<file path="src/nco_pkg.sv">
`default_nettype none
package nco_pkg;
	// Accumulator, phase offset and divisor widths.
	localparam int NCO_ACC_W = 32;
	localparam int NCO_PH_W = 16;
	localparam int REFERENCE_DIVISOR_W = 16;
	localparam int NCO_PRESETS = 4;
	localparam int NCO_ADDR_W = 12;

	// Byte addresses of the channel A preset words, preset 0 to 3.
	localparam logic [NCO_ADDR_W-1:0] NCO_FREQ_OFF [NCO_PRESETS] = '{
		12'h220, 12'h228, 12'h230, 12'h238};
	localparam logic [NCO_ADDR_W-1:0] NCO_PHASE_OFF [NCO_PRESETS] = '{
		12'h224, 12'h22c, 12'h234, 12'h23c};
	// Read-only view of the live oscillator phase.
	localparam logic [NCO_ADDR_W-1:0] NCO_STATUS_OFF = 12'h280;

	// Reset values and the divisor counter step.
	localparam logic [NCO_ACC_W-1:0] NCO_FREQ_RST = 32'hc000_0000;
	localparam logic [NCO_PH_W-1:0] NCO_PHASE_RST = 16'h0000;
	localparam logic [NCO_ACC_W-1:0] NCO_ZERO_W = 32'h0000_0000;
	localparam logic [REFERENCE_DIVISOR_W-1:0] REFERENCE_DIVISOR_OFF = 16'h0000;
	localparam logic [REFERENCE_DIVISOR_W-1:0] REFERENCE_DIVISOR_ONE = 16'h0001;

	// Slave answer state.
	typedef enum logic {NCO_IDLE, NCO_DONE} nco_apb_st_t;
endpackage
`default_nettype wire

</file>
<file path="src/nco_acc_if.sv">
`timescale 1ns/10ps
`default_nettype none
interface nco_acc_if;
	import nco_pkg::*;
	logic [NCO_ACC_W-1:0] freq;
	logic [NCO_PH_W-1:0] phase;
	logic [REFERENCE_DIVISOR_W-1:0] rdiv;
	logic sync;
	logic [NCO_ACC_W-1:0] phase_out;
	logic [NCO_ACC_W-1:0] acc;
	modport ctrl(output freq, phase, rdiv, sync, input phase_out, acc);
	modport acc_side(input freq, phase, rdiv, sync, output phase_out, acc);
endinterface
`default_nettype wire

</file>
<file path="src/nco_phase_acc.sv">
`timescale 1ns/10ps
`default_nettype none
module nco_phase_acc (
	input wire logic clk_sys,
	input wire logic resetn,
	nco_acc_if.acc_side acc_bus
);
	import nco_pkg::*;

	logic [NCO_ACC_W-1:0] acc_reg;
	logic [NCO_ACC_W-1:0] acc_next;
	logic [REFERENCE_DIVISOR_W-1:0] cnt_reg;
	logic [REFERENCE_DIVISOR_W-1:0] cnt_next;
	logic [NCO_ACC_W-1:0] out_reg;
	logic [NCO_ACC_W-1:0] out_next;
	wire logic div_on;
	wire logic div_wrap;
	wire logic restart;
	wire logic [NCO_ACC_W-1:0] offset_word;

	// A zero divisor leaves a plain modulo 2^32 accumulator; otherwise the
	// phase restarts every rdiv samples so the output period is exact.
	assign div_on = acc_bus.rdiv != REFERENCE_DIVISOR_OFF; // [RL13]
	assign div_wrap = div_on && (cnt_reg >= acc_bus.rdiv - REFERENCE_DIVISOR_ONE);
	assign restart = acc_bus.sync || div_wrap;
	// Unsigned wrap-around addition gives the same bits for a signed word.
	assign acc_next = restart ? NCO_ZERO_W : acc_reg + acc_bus.freq; // [RL1] [RL2] [RL14]
	assign cnt_next = (restart || !div_on) ? REFERENCE_DIVISOR_OFF : cnt_reg + REFERENCE_DIVISOR_ONE;
	// Offset is left justified; one lsb weighs 2^-16 of a full turn.
	assign offset_word = {acc_bus.phase, 16'h0000}; // [RL7] [RL8]
	assign out_next = acc_reg + offset_word; // [RL14]

	// Accumulator, divisor counter and offset output register.
	always_ff @(posedge clk_sys or negedge resetn) begin
		if (!resetn) begin
			acc_reg <= NCO_ZERO_W;
			cnt_reg <= REFERENCE_DIVISOR_OFF;
			out_reg <= NCO_ZERO_W;
		end else begin
			acc_reg <= acc_next;
			cnt_reg <= cnt_next;
			out_reg <= out_next;
		end
	end

	assign acc_bus.phase_out = out_reg;
	assign acc_bus.acc = acc_reg;

	acc_step_a: assert property (@(posedge clk_sys) disable iff (!resetn) // [RL1]
		!restart |=> acc_reg == $past(acc_reg) + $past(acc_bus.freq))
		else $error("accumulator did not add the frequency word");
	offset_add_a: assert property (@(posedge clk_sys) disable iff (!resetn) // [RL7]
		1 |=> out_reg == $past(acc_reg) + {$past(acc_bus.phase), 16'h0000})
		else $error("phase offset not added in upper half");
	plain_acc_a: assert property (@(posedge clk_sys) disable iff (!resetn) // [RL13]
		(acc_bus.rdiv == REFERENCE_DIVISOR_OFF && !acc_bus.sync) |=> cnt_reg == REFERENCE_DIVISOR_OFF
		&& acc_reg == $past(acc_reg) + $past(acc_bus.freq))
		else $error("zero divisor did not give a plain accumulator");
	div_period_a: assert property (@(posedge clk_sys) disable iff (!resetn) // [RL13]
		(div_on && cnt_reg < acc_bus.rdiv - REFERENCE_DIVISOR_ONE && !acc_bus.sync)
		|=> cnt_reg == $past(cnt_reg) + REFERENCE_DIVISOR_ONE)
		else $error("divisor counter did not advance");
	sync_clear_a: assert property (@(posedge clk_sys) disable iff (!resetn) // [RL5]
		acc_bus.sync |=> acc_reg == NCO_ZERO_W)
		else $error("sync did not restart the accumulator");
	div_wrap_c: cover property (@(posedge clk_sys) disable iff (!resetn) div_wrap);
endmodule
`default_nettype wire

</file>
<file path="src/nco_preset_a.sv">
// Operation
// [RL1] Output frequency is word over 2^32 times rate.
// [RL2] Word valid as signed or unsigned.
// [RL3] Software computes word as 2^32 times ratio.
// [RL4] Non-integer word: software uses step and divisor.
// [RL5] Rewriting word while running gives arbitrary phase.
// [RL6] Software re-syncs after word change for determinism.
// [RL7] Phase offset left justified, added to accumulator.
// [RL8] Offset weighs 2^-16 turn, signed or unsigned.
// [RL9] Four presets, each frequency word resets C0000000.
// [RL10] Each preset phase offset resets to zero.
// [RL11] Same computation applies to every preset.
// [RL12] Interleaved mode uses channel A settings only.
// [RL13] Zero divisor gives plain 32-bit accumulator.
// [RL14] Accumulator adds selected word, then selected offset.
`timescale 1ns/10ps
`default_nettype none
module nco_preset_a (
	input wire logic clk_sys,
	input wire logic resetn,
	input wire logic psel,
	input wire logic penable,
	input wire logic pwrite,
	input wire logic [nco_pkg::NCO_ADDR_W-1:0] paddr,
	input wire logic [31:0] pwdata,
	input wire logic [3:0] pstrb,
	output logic [31:0] prdata,
	output logic pready,
	output logic pslverr,
	input wire logic [1:0] preset_sel,
	input wire logic nco_sync,
	input wire logic [nco_pkg::REFERENCE_DIVISOR_W-1:0] reference_divisor,
	output logic [nco_pkg::NCO_ACC_W-1:0] nco_phase
);
	import nco_pkg::*;

	logic [NCO_ACC_W-1:0] freq_reg [NCO_PRESETS];
	logic [NCO_PH_W-1:0] phase_reg [NCO_PRESETS];
	nco_apb_st_t st_reg;
	nco_apb_st_t st_next;
	logic [31:0] prdata_reg;
	logic [31:0] rd_mux;
	logic pslverr_reg;
	logic pready_reg;
	wire logic [NCO_PRESETS-1:0] hit_freq;
	wire logic [NCO_PRESETS-1:0] hit_phase;
	wire logic hit_status;
	wire logic hit_any;
	wire logic access;
	wire logic commit;
	wire logic wr_commit;
	wire logic [31:0] byte_mask;

	nco_acc_if acc_bus ();

	// Address decode: each register is one aligned word, so exact match.
	generate
		for (genvar i = 0; i < NCO_PRESETS; i++) begin : g_dec
			assign hit_freq[i] = paddr == NCO_FREQ_OFF[i];
			assign hit_phase[i] = paddr == NCO_PHASE_OFF[i];
		end
	endgenerate
	assign hit_status = paddr == NCO_STATUS_OFF;
	assign hit_any = (|hit_freq) || (|hit_phase) || hit_status;

	// The answer comes one cycle into the access phase; a write lands at the
	// same edge at which the master sees pready, never earlier.
	assign access = psel && penable;
	assign commit = access && (st_reg == NCO_DONE);
	assign wr_commit = commit && pwrite && hit_any;
	assign byte_mask = {{8{pstrb[3]}}, {8{pstrb[2]}}, {8{pstrb[1]}}, {8{pstrb[0]}}};

	// Answer state: IDLE raises pready next edge, DONE drops it again.
	always_comb begin
		st_next = st_reg;
		case (st_reg)
			NCO_IDLE: begin
				if (access) begin
					st_next = NCO_DONE;
				end
			end
			NCO_DONE: begin
				st_next = NCO_IDLE;
			end
			default: begin
				st_next = NCO_IDLE;
			end
		endcase
	end

	// Read data mux; unused bits above a phase word read as zero.
	always_comb begin
		rd_mux = 32'h0000_0000;
		for (int i = 0; i < NCO_PRESETS; i++) begin
			if (hit_freq[i]) begin
				rd_mux = freq_reg[i];
			end
			if (hit_phase[i]) begin
				rd_mux = {16'h0000, phase_reg[i]};
			end
		end
		if (hit_status) begin
			rd_mux = acc_bus.phase_out;
		end
	end

	// Bus answer registers; read data is captured as pready rises.
	always_ff @(posedge clk_sys or negedge resetn) begin
		if (!resetn) begin
			st_reg <= NCO_IDLE;
			prdata_reg <= 32'h0000_0000;
			pslverr_reg <= 1'b0;
			pready_reg <= 1'b0;
		end else begin
			st_reg <= st_next;
			// Both answer flags come from flops so no decode glitch reaches the pins.
			pready_reg <= st_next == NCO_DONE;
			pslverr_reg <= access && (st_reg == NCO_IDLE) && !hit_any;
			if (access && st_reg == NCO_IDLE) begin
				prdata_reg <= pwrite ? 32'h0000_0000 : rd_mux;
			end
		end
	end

	assign prdata = prdata_reg;
	assign pready = pready_reg;
	assign pslverr = pslverr_reg;

	// One identical preset slice per preset, with byte lanes honoured.
	generate
		for (genvar i = 0; i < NCO_PRESETS; i++) begin : g_preset // [RL11]
			always_ff @(posedge clk_sys or negedge resetn) begin
				if (!resetn) begin
					freq_reg[i] <= NCO_FREQ_RST; // [RL9]
					phase_reg[i] <= NCO_PHASE_RST; // [RL10]
				end else if (wr_commit && hit_freq[i]) begin
					freq_reg[i] <= (freq_reg[i] & ~byte_mask) | (pwdata & byte_mask);
				end else if (wr_commit && hit_phase[i]) begin
					phase_reg[i] <= (phase_reg[i] & ~byte_mask[15:0])
						| (pwdata[15:0] & byte_mask[15:0]);
				end
			end
		end
	endgenerate

	// The selected preset feeds the accumulator directly, so a word change
	// takes effect at once with no attempt at phase continuity.
	assign acc_bus.freq = freq_reg[preset_sel]; // [RL14] [RL5]
	assign acc_bus.phase = phase_reg[preset_sel]; // [RL14]
	assign acc_bus.rdiv = reference_divisor;
	assign acc_bus.sync = nco_sync;
	// This block always carries channel A, the set used in interleaved mode.
	assign nco_phase = acc_bus.phase_out; // [RL12]

	nco_phase_acc u_acc (
		.clk_sys(clk_sys),
		.resetn(resetn),
		.acc_bus(acc_bus)
	);

	ready_one_a: assert property (@(posedge clk_sys) disable iff (!resetn)
		(access && !pready) |=> pready)
		else $error("pready did not answer one cycle into access");
	ready_drop_a: assert property (@(posedge clk_sys) disable iff (!resetn)
		pready |=> !pready)
		else $error("pready stood longer than one cycle");
	freq_write_a: assert property (@(posedge clk_sys) disable iff (!resetn) // [RL9]
		(wr_commit && hit_freq[0] && pstrb == 4'hf) |=> freq_reg[0] == $past(pwdata))
		else $error("frequency word write did not land");
	phase_write_a: assert property (@(posedge clk_sys) disable iff (!resetn) // [RL10]
		(wr_commit && hit_phase[1] && pstrb == 4'hf) |=> phase_reg[1] == $past(pwdata[15:0]))
		else $error("phase offset write did not land");
	phase_read_a: assert property (@(posedge clk_sys) disable iff (!resetn) // [RL10]
		(access && !pready && !pwrite && hit_phase[2]) |=> prdata[31:16] == 16'h0000
		&& prdata[15:0] == phase_reg[2])
		else $error("phase read returned wrong data");
	unmapped_err_a: assert property (@(posedge clk_sys) disable iff (!resetn)
		(access && !pready && !hit_any) |=> pslverr && pready)
		else $error("unmapped address not answered with error");
	no_early_wr_a: assert property (@(posedge clk_sys) disable iff (!resetn) // [RL11]
		(access && !pready && pwrite && hit_freq[3]) |=> freq_reg[3] == $past(freq_reg[3]))
		else $error("write landed before pready");
	sel_feed_a: assert property (@(posedge clk_sys) disable iff (!resetn) // [RL14]
		(!nco_sync && reference_divisor == REFERENCE_DIVISOR_OFF)
		|=> acc_bus.acc == $past(acc_bus.acc) + $past(freq_reg[preset_sel]))
		else $error("accumulator did not use the selected preset");
	out_chain_a: assert property (@(posedge clk_sys) disable iff (!resetn) // [RL7]
		1 |=> nco_phase == $past(acc_bus.acc) + {$past(phase_reg[preset_sel]), 16'h0000})
		else $error("output phase does not carry the selected offset");

	wr_freq_c: cover property (@(posedge clk_sys) disable iff (!resetn) wr_commit && |hit_freq);
	rd_status_c: cover property (@(posedge clk_sys) disable iff (!resetn)
		commit && !pwrite && hit_status);
	sync_c: cover property (@(posedge clk_sys) disable iff (!resetn) nco_sync);
	preset_chg_c: cover property (@(posedge clk_sys) disable iff (!resetn)
		preset_sel != $past(preset_sel));
endmodule
`default_nettype wire

</file>
<file path="config.mk">
export PLATFORM = sky130hd
export DESIGN_NAME = nco_preset_a
export DESIGN_NICKNAME = d
export VERILOG_FILES = /design/src/nco_pkg.sv /design/src/nco_acc_if.sv /design/src/nco_phase_acc.sv /design/src/nco_preset_a.sv
export SDC_FILE = /design/constraint.sdc
export NUM_CORES = 1
export LEC_CHECK = 0
export BUFFER_PORTS_ARGS = -buffer_cell sky130_fd_sc_hd__buf_4
export CAP_MARGIN = 40
export CORE_UTILIZATION = 25
export DETAILED_ROUTE_END_ITERATION = 10
export PLACE_DENSITY = 0.5
export SLEW_MARGIN = 10
export SYNTH_ARGS = -nofsm -noshare
export SYNTH_HDL_FRONTEND = slang
export SYNTH_SLANG_ARGS = --single-unit
</file>
<file path="constraint.sdc">
create_clock -name clk_sys -period 3.25 [get_ports clk_sys]
set_input_delay 0.975 -clock clk_sys [delete_from_list [all_inputs] [get_ports clk_sys]]
set_output_delay 0.975 -clock clk_sys [all_outputs]
set_load 0.1 [all_outputs]
</file>
==> results of run 1 <==
## timing repair
action | CTS | global route
cloned | 0 | 0
setup endpoints to repair | 22 | 44
pin swaps | 1 | 17
buffers inserted | 0 | 7
gates resized for setup | 15 | 53
## cells in the mapped netlist (17+ instances only)
master / n / area, µm²
sky130_fd_sc_hd__dfrtp_1: 298 / 7460
sky130_fd_sc_hd__mux2_2: 188 / 2120
sky130_fd_sc_hd__nor2_1: 115 / 432
sky130_fd_sc_hd__a21oi_1: 90 / 450
sky130_fd_sc_hd__nand2_1: 79 / 297
sky130_fd_sc_hd__o21ai_0: 70 / 350
sky130_fd_sc_hd__ha_1: 65 / 813
sky130_fd_sc_hd__mux4_2: 48 / 1080
sky130_fd_sc_hd__clkbuf_1: 44 / 165
sky130_fd_sc_hd__nand3_1: 35 / 175
sky130_fd_sc_hd__xnor2_1: 33 / 289
sky130_fd_sc_hd__a21o_1: 30 / 225
sky130_fd_sc_hd__nor3_1: 30 / 150
sky130_fd_sc_hd__xor2_1: 29 / 254
sky130_fd_sc_hd__a22oi_1: 27 / 203
sky130_fd_sc_hd__a222oi_1: 18 / 180
sky130_fd_sc_hd__and3_1: 18 / 113
sky130_fd_sc_hd__inv_1: 17 / 63.8
## area by class of cell
cell class	instances	area (µm²)
fillers	6724	44200
multi-input cells	1103	9540
flip-flops and latches	306	7670
repair buffers	403	3430
clock buffers	55	1110
well taps	873	1090
clock inverters	13	136
inverters	17	63.8
## metal layers
metal	up-vias	wire length, µm
met5	-	31
li1	6371	-
met1	7158	26600
met2	510	28800
met3	122	3900
met4	4	2100
## through the flow
step	power [W]	hold slack (ps)	worst slack, ps	cells
2_1_floorplan	0.00407	360	-302	1483
3_3_place_gp	0.00439	376	-716	2695
3_5_place_dp	0.00440	383	-751	2695
4_1_cts	0.00870	396	20.9	2763
5_1_grt	0.00889	420	-39.0	2770
6_report	0.00859	385	70.0	2770
## where the power goes
part	internal, W	total (W)	switching, W	leakage, nW
registers	0.00382	0.00382	0.00000499	4.24
clock network	0.00253	0.00425	0.00172	0.605
logic	0.000204	0.000526	0.000322	5.94
## path summary, 6_finish.rpt
kind / start / endpoint / slack (ps) / cells after the start
min in group clk_sys: u_acc.acc_bus.acc[15] / u_acc.acc_bus.phase_out[15] / 400 / 0
max in group asynchronous: resetn / async pin / 2090 / 2
max: reference_divisor[4] / u_acc.acc_bus.acc[19] / 70 / 13
min: resetn / prdata[22] / 380 / 1
min reg2reg: u_acc.acc_bus.acc[15] / u_acc.acc_bus.phase_out[15] / 400 / 0
max reg2reg: flip-flop / u_acc.acc_bus.acc[18] / 260 / 10
## cells by family after synthesis
logic type | after synthesis
AOI/OAI and AO/OA | 342
DFF | 306
muxes | 245
buffers and inverters | 74
and+or+nand+nor | 387
adders and majority gates | 67
xor gates and xnor gates | 62
==> results.sh, run 1 <==
export IMPL_outcome="completed"
export IMPL_cell_area_after_placement_um2=21400
export IMPL_worstSetupStartpointType="input pin"
export IMPL_ant_nets=0
export IMPL_critical_path_max_fanout=17
export IMPL_post_route_min_period_ps=3180
export IMPL_globalplace_congestion=0.897
export IMPL_wirelength_um=61500
export IMPL_final_core_util_pct=34.2
export IMPL_insertion_delay_ps=560
export IMPL_power_density_cell_area_nw_per_um2=373
export IMPL_synth_enable_flop_cells=0
export IMPL_synthesis_area_per_instance_um2=11.5
export IMPL_syn_instance_count=1483
export IMPL_globalRouteMet3Util_pct=3.29
export IMPL_synthToLayoutAreaGrowth_pct=35.5
export IMPL_critical_path_cell_chain="buf_4 > nor4_4 > buf_4 > buf_4 > nand4_1 > xor2_1 > ha_1 > and4_4 > a2111oi_4 > a21boi_4 > nor2_2 > buf_12 > a311oi_2"
export IMPL_cp_top_delay_family="compound AO/OA/AOI/OAI gates"
export IMPL_synth_simple_gate_area_share_pct=12.4
export IMPL_grt_max_degree=64
export IMPL_drt_vias_per_instance=5.11
export IMPL_chipHeight_um=263
export IMPL_clk_pin_slew_ps=50
export IMPL_clock_fmax_mhz=314
export IMPL_cts_sink_count=306
export IMPL_drtIter0Drc=1125
export IMPL_insertedDiodeCount=0
export IMPL_critical_path_buf_inv_count=4
export IMPL_synth_async_reset_ratio_pct=100
export IMPL_finish_net_count=2007
export IMPL_cts_htree_levels=2
export IMPL_critPathArrivalTime_ps=3610
export IMPL_synth_compound_area_share_pct=13.3
export IMPL_synth_ff_latch_count=306
export IMPL_drt_pass1_iter_count=5
export IMPL_post_route_cell_area_um2=23000
export IMPL_max_slew_margin_rel_pct=44.8
export IMPL_finalMaxSlewViolations=0
export IMPL_timing_hold_violations_final=0
export IMPL_synth_warnings=0
export IMPL_via_count=14200
export IMPL_grt_setup_unrepaired="yes"
export IMPL_primary_ff_master_synth="sky130_fd_sc_hd__dfrtp_1"
export IMPL_grt_first_pass_wirelength_um=93500
export IMPL_synth_mux_area_share_pct=19.4
export IMPL_clock_tree_buffer_depth=3
export IMPL_synth_top_family_by_area="multiplexers"
export IMPL_tritoncts="built"
export IMPL_port_buffers=137
export IMPL_drt_drc_violations_left=0
export IMPL_floorplan_io_pins=138
export IMPL_dp_hpwl_um=46700
export IMPL_groute_layer_met2_usage_pct=28.7
export IMPL_final_common_cell="sky130_fd_sc_hd__buf_4"
export IMPL_post_route_cells_drive_above_1_share_pct=43.0
export IMPL_critical_path_endpoint_type="flip-flop"
export IMPL_initial_utilization_pct=25.3
export IMPL_final_setup_tns_ps=0
export IMPL_cpMaxStageDelayCell="sky130_fd_sc_hd__a2111oi_4"
export IMPL_timing_hold_worst_class="in -> async"
export IMPL_synthesis_area_um2=17000
export IMPL_synthesis_nets=1622
export IMPL_most_common_layout_cells="sky130_fd_sc_hd__buf_4, sky130_fd_sc_hd__dfrtp_1, sky130_fd_sc_hd__mux2_2, sky130_fd_sc_hd__nor2_1, sky130_fd_sc_hd__a21oi_1"
export IMPL_xor_xnor_fraction_of_synth_area_pct=3.19
export IMPL_post_synth_fa_ha_maj_area_fraction_pct=5.02
export IMPL_setup_violations_final=0
export IMPL_floorplan_die_area_um2=69100
export IMPL_wire_per_inst_um=22.2
export IMPL_tightest_slew_ps=808
export IMPL_floorplan_die_width_um=263
export IMPL_share_of_the_yosys_chip_area_belonging_to_registers_pct=45.1
export IMPL_crit_type="in -> reg"
export IMPL_numCtsBuffers=37
export IMPL_final_min_period_over_clock_period_pct=97.8
export IMPL_row_count=95
export IMPL_post_synth_num_cell_types=74
export IMPL_path_common_cell="sky130_fd_sc_hd__buf_4"
export IMPL_maxCapViolations=0
export IMPL_power_ir_vdd_worst_mv=0.260
export IMPL_cts_hold_fix_buffers=0
export IMPL_cp_required_ps=3680
export IMPL_core_area_um2=67300
export IMPL_clock_tree_root_cell="sky130_fd_sc_hd__clkbuf_16"
export IMPL_initial_antenna_violation_count=2
export IMPL_global_route_usage_total_pct=17.8
export IMPL_critical_path_max_stage_delay_ps=370
export IMPL_groute_layer_met1_usage_pct=23.6
export IMPL_largest_clock_skew_in_the_final_design_ps=20.7
export IMPL_grt_pass1_vias=14700
export IMPL_power_leakage_nw=10.8
export IMPL_grt_remaining_overflow=0
export IMPL_grt_busiest_layer="met2"
Power figures use the tool's default switching activity.
==> run 2, diff against run 1 <==
==> constraint.sdc (replaced) <==
create_clock -name clk_sys -period 3.9 [get_ports clk_sys]
set_input_delay 1.17 -clock clk_sys [delete_from_list [all_inputs] [get_ports clk_sys]]
set_output_delay 1.17 -clock clk_sys [all_outputs]
set_load 0.01 [all_outputs]
==> run 2 against run 1 <==
  * First-iteration DRC count is 5.0% higher
  * Clock-buffer cell count decreased by 4
  * Sequential share of layout area rose by 1.5 points
  * Via count fell by 1.6%
  * Hold slack gained 0.65 ps
  * Combinational power down 21%
  * Final cell count shrank 1.8%
  * Total power decreased by 13%
  * Clock skew increased by 6.6 ps
  * Sequential cell count unchanged
  * Critical path type unchanged
==> results.sh, run 2 (synthesis gave the netlist of run 1 again) <==
export IMPL_outcome="completed"
export IMPL_floorplan_die_area_um2=69100
export IMPL_globalplace_congestion=0.880
export IMPL_core_area_um2=67300
export IMPL_grt_setup_unrepaired="no"
export IMPL_tightest_slew_ps=750
export IMPL_synthToLayoutAreaGrowth_pct=29.8
export IMPL_critical_path_endpoint_type="flip-flop"
export IMPL_grt_max_degree=81
export IMPL_sw_frac_of_total_pct=23.1
export IMPL_layoutNonFillerInstCount=2719
export IMPL_power_density_cell_area_nw_per_um2=337
export IMPL_drt_pass1_iter_count=5
export IMPL_port_buffers=137
export IMPL_cts_repair_timing_setup_buffer_count=0
export IMPL_via_count=13900
export IMPL_initial_utilization_pct=25.3
export IMPL_power_leakage_nw=10.5
export IMPL_chipHeight_um=263
export IMPL_largest_clock_skew_in_the_final_design_ps=27.3
export IMPL_worstSetupStartpointType="input pin"
export IMPL_crit_type="in -> reg"
export IMPL_grt_pass1_vias=14400
export IMPL_clock_tree_root_cell="sky130_fd_sc_hd__clkbuf_16"
export IMPL_critPathArrivalTime_ps=4210
export IMPL_grt_remaining_overflow=0
export IMPL_cts_htree_levels=2
export IMPL_wirelength_um=60900
export IMPL_clock_fmax_mhz=267
export IMPL_final_min_period_over_clock_period_pct=96.1
export IMPL_dp_hpwl_um=45400
export IMPL_ant_nets=0
export IMPL_final_common_cell="sky130_fd_sc_hd__buf_4"
export IMPL_cts_hold_fix_buffers=0
export IMPL_critical_path_max_fanout=10
export IMPL_cp_required_ps=4360
export IMPL_post_place_cells=2649
export IMPL_timing_hold_violations_final=0
export IMPL_power_clock_fraction_pct=51.6
export IMPL_finish_net_count=1955
export IMPL_filler_cell_count=6794
export IMPL_power_frac_comb_pct=5.6
export IMPL_clock_tree_buffer_depth=3
export IMPL_setup_violations_final=0
export IMPL_power_ir_vdd_worst_mv=0.196
export IMPL_maxCapViolations=0
export IMPL_drtIter0Drc=1181
export IMPL_timing_hold_worst_class="reg -> reg"
export IMPL_post_route_cells_drive_above_1_share_pct=38.7
export IMPL_finalMaxSlewViolations=0
export IMPL_drt_drc_violations_left=0
export IMPL_most_common_layout_cells="sky130_fd_sc_hd__buf_4, sky130_fd_sc_hd__dfrtp_1, sky130_fd_sc_hd__mux2_2, sky130_fd_sc_hd__nor2_1, sky130_fd_sc_hd__a21oi_1"
export IMPL_post_route_min_period_ps=3750
export IMPL_numCtsBuffers=38
export IMPL_drt_vias_per_instance=5.13
export IMPL_grt_first_pass_wirelength_um=92000
export IMPL_wire_per_inst_um=22.4
export IMPL_max_slew_margin_rel_pct=48.7
export IMPL_total_power_w=0.00744
export IMPL_cell_internal_pwr_w=0.00572
export IMPL_global_route_usage_total_pct=17.6
export IMPL_power_share_sequential_pct=42.8
export IMPL_multi_input_comb_area_um2=9100
export IMPL_initial_antenna_violation_count=0
export IMPL_net_switching_power_w=0.00172
export IMPL_insertion_delay_ps=570
export IMPL_row_count=95
export IMPL_postCtsResizedCells=0
export IMPL_whs_ps=385
export IMPL_register_area_um2=7670
export IMPL_floorplan_die_width_um=263
export IMPL_tritoncts="built"
export IMPL_cts_sink_count=306
export IMPL_clk_pin_slew_ps=60
export IMPL_floorplan_io_pins=138
-- run 2: changes by cell type in the layout (fill, tap and decap cells not counted), sizes merged --
cell	previous run	this run
clkbuf	55	51
diode	0	1
buf	403	350
bufinv	2	6
clkinv	5	8
inv	20	18
-- run 2: power by group through the flow --
stage | Combinational (W) | Clock, W | Sequential [W]
6_report | 0.000414 | 0.00384 | 0.00318
5_1_grt | 0.000452 | 0.00405 | 0.00318
4_1_cts | 0.000419 | 0.00394 | 0.00318
3_5_place_dp | 0.000418 | 0 | 0.00324
3_3_place_gp | 0.000410 | 0 | 0.00324
2_1_floorplan | 0.000132 | 0 | 0.00324
-- run 2: per-layer routing --
metal  GRT usage [%]  wire [µm]  up-vias
li1                -          -     6267
met1            24.0      27200     7057
met2            28.7      28700      514
met3            2.57       3480       97
met4            5.48       1550        0
met5               0          0        -
-- run 2: layout make-up --
class / instances / share of cell area (%)
repair buffers: 350 / 12.6
diodes: 1 / 0.0113
clock inverters: 18 / 1.14
well taps: 873 / 4.95
clock buffers: 51 / 4.99
multi-input cells: 1103 / 41.3
flip-flops and latches: 306 / 34.8
inverters: 17 / 0.289
-- run 2: final timing paths --
kind	from	depth (start not counted)	to	slack [ps]
worst min-delay path	u_acc.acc_bus.acc[13]	0	u_acc.acc_bus.phase_out[13]	390
worst max register to register	flip-flop	10	u_acc.acc_bus.acc[26]	860
worst max-delay path	preset_sel[0]	12	u_acc.acc_bus.acc[31]	150
min in group asynchronous	resetn	1	async pin	580
worst min register to register	u_acc.acc_bus.acc[13]	0	u_acc.acc_bus.phase_out[13]	390
max in group asynchronous	resetn	2	async pin	2430
-- run 2: per-stage QoR --
step                      area (µm²)  setup TNS (ps)  worst slack [ps]  utilization (%)
after global placement         20700          -11300              -305             30.7
after CTS                      22000               0               191             32.8
final                          22100               0               150             32.8
after global routing           22100               0              25.0             32.8
after floorplan                17100           -29.6             -21.1                -
after detailed placement       20700          -14160              -394             30.8
-- run 2: critical path: stages --
cell and delay [ps]:
sky130_fd_sc_hd__buf_4 240, sky130_fd_sc_hd__buf_4 250, sky130_fd_sc_hd__mux4_2 560, sky130_fd_sc_hd__ha_1 300
sky130_fd_sc_hd__a21oi_1 200, sky130_fd_sc_hd__nand4b_1 170, sky130_fd_sc_hd__a21o_1 170, sky130_fd_sc_hd__a211oi_1 90
sky130_fd_sc_hd__buf_4 150, sky130_fd_sc_hd__or2_2 310, sky130_fd_sc_hd__a221o_1 330, sky130_fd_sc_hd__nor3_1 240
==> run 3, diff against run 2 <==
- ABC_AREA: unset -> 1
- clock period: 3.9 -> 3.92 ns (I/O delays scaled with it)
==> run 3 against run 2 <==
  * The flow now finishes with violations (design-rule violations)
  * Clock power increased by 2%
  * Area after synthesis increased by 9.6%
  * Sequential cell count unchanged
  * Clock-buffer cell count increased by 5
  * Clock skew increased by 8.3 ps
  * Largest power group is now combinational logic
==> results.sh, run 3 <==
export IMPL_maxCapViolations=0
export IMPL_power_density_cell_area_nw_per_um2=512
export IMPL_floorplan_die_width_um=275
export IMPL_final_common_cell="sky130_fd_sc_hd__nand2_1"
export IMPL_port_buffers=137
export IMPL_insertedDiodeCount=0
export IMPL_globalplace_congestion=0.884
export IMPL_core_area_um2=73300
export IMPL_global_route_usage_total_pct=17.1
export IMPL_synth_ff_latch_count=306
export IMPL_wire_per_inst_um=17.3
export IMPL_cts_hold_fix_buffers=0
export IMPL_synth_enable_flop_cells=0
export IMPL_synthesis_area_per_instance_um2=7.44
export IMPL_synth_largest_area_cell="sky130_fd_sc_hd__dfrtp_1"
export IMPL_synthesis_nets=2643
export IMPL_grt_busiest_layer="met2"
export IMPL_globalRouteMet3Util_pct=3.01
export IMPL_floorplan_io_pins=138
export IMPL_drtIter0Drc=1311
export IMPL_drt_vias_per_instance=4.60
export IMPL_post_route_min_period_ps=3490
export IMPL_worstSetupStartpointType="input pin"
export IMPL_cell_internal_pwr_w=0.00769
export IMPL_syn_instance_count=2504
export IMPL_critical_path_max_fanout=28
export IMPL_post_route_cells_drive_above_1_share_pct=16.1
export IMPL_grt_first_pass_wirelength_um=99700
export IMPL_primary_ff_master_synth="sky130_fd_sc_hd__dfrtp_1"
export IMPL_final_min_period_over_clock_period_pct=89.0
export IMPL_total_power_w=0.0118
export IMPL_synthesis_area_um2=18600
export IMPL_cts_htree_levels=2
export IMPL_critPathArrivalTime_ps=3980
export IMPL_numCtsBuffers=39
export IMPL_filler_cell_count=7935
export IMPL_failing_checks="design-rule violations"
export IMPL_grt_max_degree=78
export IMPL_grt_remaining_overflow=0
export IMPL_finalMaxSlewViolations=0
export IMPL_layout_setup_ws_ps=432
export IMPL_outcome="complete, but fails checks"
export IMPL_share_of_the_yosys_chip_area_belonging_to_registers_pct=41.2
export IMPL_timing_hold_worst_class="reg -> reg"
export IMPL_clk_pin_slew_ps=60
export IMPL_critical_path_endpoint_type="flip-flop"
export IMPL_clock_tree_buffer_depth=3
export IMPL_crit_type="in -> reg"
export IMPL_chipHeight_um=275
export IMPL_postCtsResizedCells=0
export IMPL_floorplan_die_area_um2=75600
export IMPL_grt_setup_unrepaired="no"
export IMPL_power_clock_fraction_pct=33.3
export IMPL_finish_net_count=2875
export IMPL_cp_required_ps=4410
export IMPL_max_slew_margin_rel_pct=56.0
export IMPL_clock_tree_root_cell="sky130_fd_sc_hd__clkbuf_16"
export IMPL_yosys_cell_count_top_type="sky130_fd_sc_hd__nand2_1"
export IMPL_wirelength_um=64300
export IMPL_cpMaxStageDelayCell="sky130_fd_sc_hd__o21ai_0"
export IMPL_dp_hpwl_um=49300
export IMPL_power_frac_comb_pct=34.7
export IMPL_drt_pass1_iter_count=8
export IMPL_initial_utilization_pct=25.4
export IMPL_grt_pass1_vias=16700
export IMPL_pre_cts_slack_ps=-110
export IMPL_timing_hold_violations_final=0
export IMPL_initial_antenna_violation_count=0
export IMPL_synth_async_reset_ratio_pct=100
export IMPL_tritoncts="built"
export IMPL_post_route_cell_area_um2=23000
export IMPL_final_core_util_pct=31.4
export IMPL_power_ir_vdd_worst_mv=0.310
export IMPL_most_common_layout_cells="sky130_fd_sc_hd__nand2_1, sky130_fd_sc_hd__a21oi_1, sky130_fd_sc_hd__nor2_1, sky130_fd_sc_hd__inv_1, sky130_fd_sc_hd__dfrtp_1"
export IMPL_largest_clock_skew_in_the_final_design_ps=35.5
export IMPL_tightest_slew_ps=660
export IMPL_net_switching_power_w=0.00410
export IMPL_multi_input_comb_area_um2=9070
export IMPL_via_count=17100
export IMPL_critical_path_max_stage_delay_ps=350
export IMPL_post_synth_num_cell_types=49
export IMPL_setup_violations_final=0
export IMPL_drt_drc_violations_left=11
export IMPL_post_synth_main_area_contributors="sky130_fd_sc_hd__dfrtp_1, sky130_fd_sc_hd__a21oi_1, sky130_fd_sc_hd__nand2_1"
export IMPL_synthToLayoutAreaGrowth_pct=23.5
export IMPL_insertion_delay_ps=580
export IMPL_power_share_sequential_pct=32.1
export IMPL_groute_layer_met2_usage_pct=26.8
export IMPL_power_leakage_nw=12.1
export IMPL_groute_layer_met1_usage_pct=24.2
export IMPL_sw_frac_of_total_pct=34.8
export IMPL_synth_warnings=0
export IMPL_cell_area_after_placement_um2=21600
export IMPL_cts_sink_count=306
export IMPL_ant_nets=0
export IMPL_critical_path_cell_chain="buf_4 > clkinv_2 > buf_12 > o21ai_0 > a21oi_1 > a21oi_1 > buf_4 > ha_1 > nand2_1 > o21ai_0 > nand3_1 > nand3_1 > nand3_1 > o21ai_0 > xor2_1"
export IMPL_ys_top_cells_by_count="sky130_fd_sc_hd__nand2_1, sky130_fd_sc_hd__a21oi_1, sky130_fd_sc_hd__nor2_1"
export IMPL_synthDominantCellAreaShare_pct=40.0
export IMPL_cts_repair_timing_setup_buffer_count=0
export IMPL_clock_fmax_mhz=287
export IMPL_register_area_um2=7670
export IMPL_row_count=99
-- run 3: cell count changes in the layout (fill, tap and decap cells not counted), sizes merged, moves of 23 or more --
| cell | delta |
|---|---|
| a21o | -23 |
| a21oi | +321 |
| a22oi | -26 |
| buf | -52 |
| inv | +324 |
| mux2 | -192 |
| mux4 | -48 |
| nand2 | +386 |
| nand3 | +66 |
| nand4 | +30 |
| nor2 | +255 |
| o21ai | +50 |
-- run 3: path summary, 6_finish.rpt --
check	to	cells past startpoint	from	slack [ps]
hold reg to reg	u_acc.acc_bus.phase_out[11]	0	u_acc.acc_bus.acc[11]	380
setup / recovery	u_acc.acc_bus.phase_out[31]	15	preset_sel[0]	430
setup reg to reg	u_acc.acc_bus.phase_out[31]	13	flip-flop	1170
min in group asynchronous	async pin	1	resetn	520
hold / removal	u_acc.acc_bus.phase_out[11]	0	u_acc.acc_bus.acc[11]	380
max in group asynchronous	async pin	2	resetn	2430
-- run 3: final cells by class --
class | count | share of cell area [%]
Clock buffer | 56 | 4.92
Inverter | 347 | 5.66
Timing Repair Buffer | 298 | 10.4
Tap cell | 959 | 5.21
Sequential cell | 306 | 33.3
Clock inverter | 16 | 1.07
Multi-Input combinational cell | 1744 | 39.4
-- run 3: cells by family (layout without fill, tap and decap cells) --
| logic type | count (synthesis) | in the layout | synth area share (%) |
|---|---|---|---|
| fa+ha+maj | 67 | 67 | 4.58 |
| compound gates | 582 | 582 | 16.7 |
| xor+xnor | 54 | 54 | 2.54 |
| simple gates | 1041 | 1041 | 24.8 |
| buf+inv | 454 | 717 | 10.2 |
| flops | 306 | 306 | 41.2 |
-- run 3: metrics by stage --
| step | cells | hold WS [ps] | TNS, ps |
|---|---|---|---|
| 2_1_floorplan | 2504 | 360 | 0 |
| 3_3_place_gp | 3654 | 364 | -173 |
| 3_5_place_dp | 3654 | 369 | -110 |
| 4_1_cts | 3726 | 375 | 0 |
| 5_1_grt | 3726 | 404 | 0 |
| 6_report | 3726 | 377 | 0 |
-- run 3: power groups by stage --
stage / sequential (W) / combinational (W) / clock (W)
finish: 0.00378 / 0.00408 / 0.00392
global route: 0.00380 / 0.00459 / 0.00414
CTS: 0.00377 / 0.00409 / 0.00402
detailed placement: 0.00382 / 0.00407 / 0
global placement: 0.00383 / 0.00409 / 0
floorplan: 0.00372 / 0.00222 / 0
-- run 3: worst max-delay path: cells and delay by family --
kind	cells	cell delay (ps)
compound gates	5	1130
buf+inv	4	710
simple gates	4	450
fa+ha+maj	1	310
xor+xnor	1	180
-- run 3: layer usage --
metal  vias to the layer above  part of all wire [%]  wire (µm)
met2                       436                    45      28600
met1                      8076                    48      30600
met4                         0                   1.8       1160
met3                        68                   6.1       3910
met5                         -                     0          0
li1                       8546                     -          -
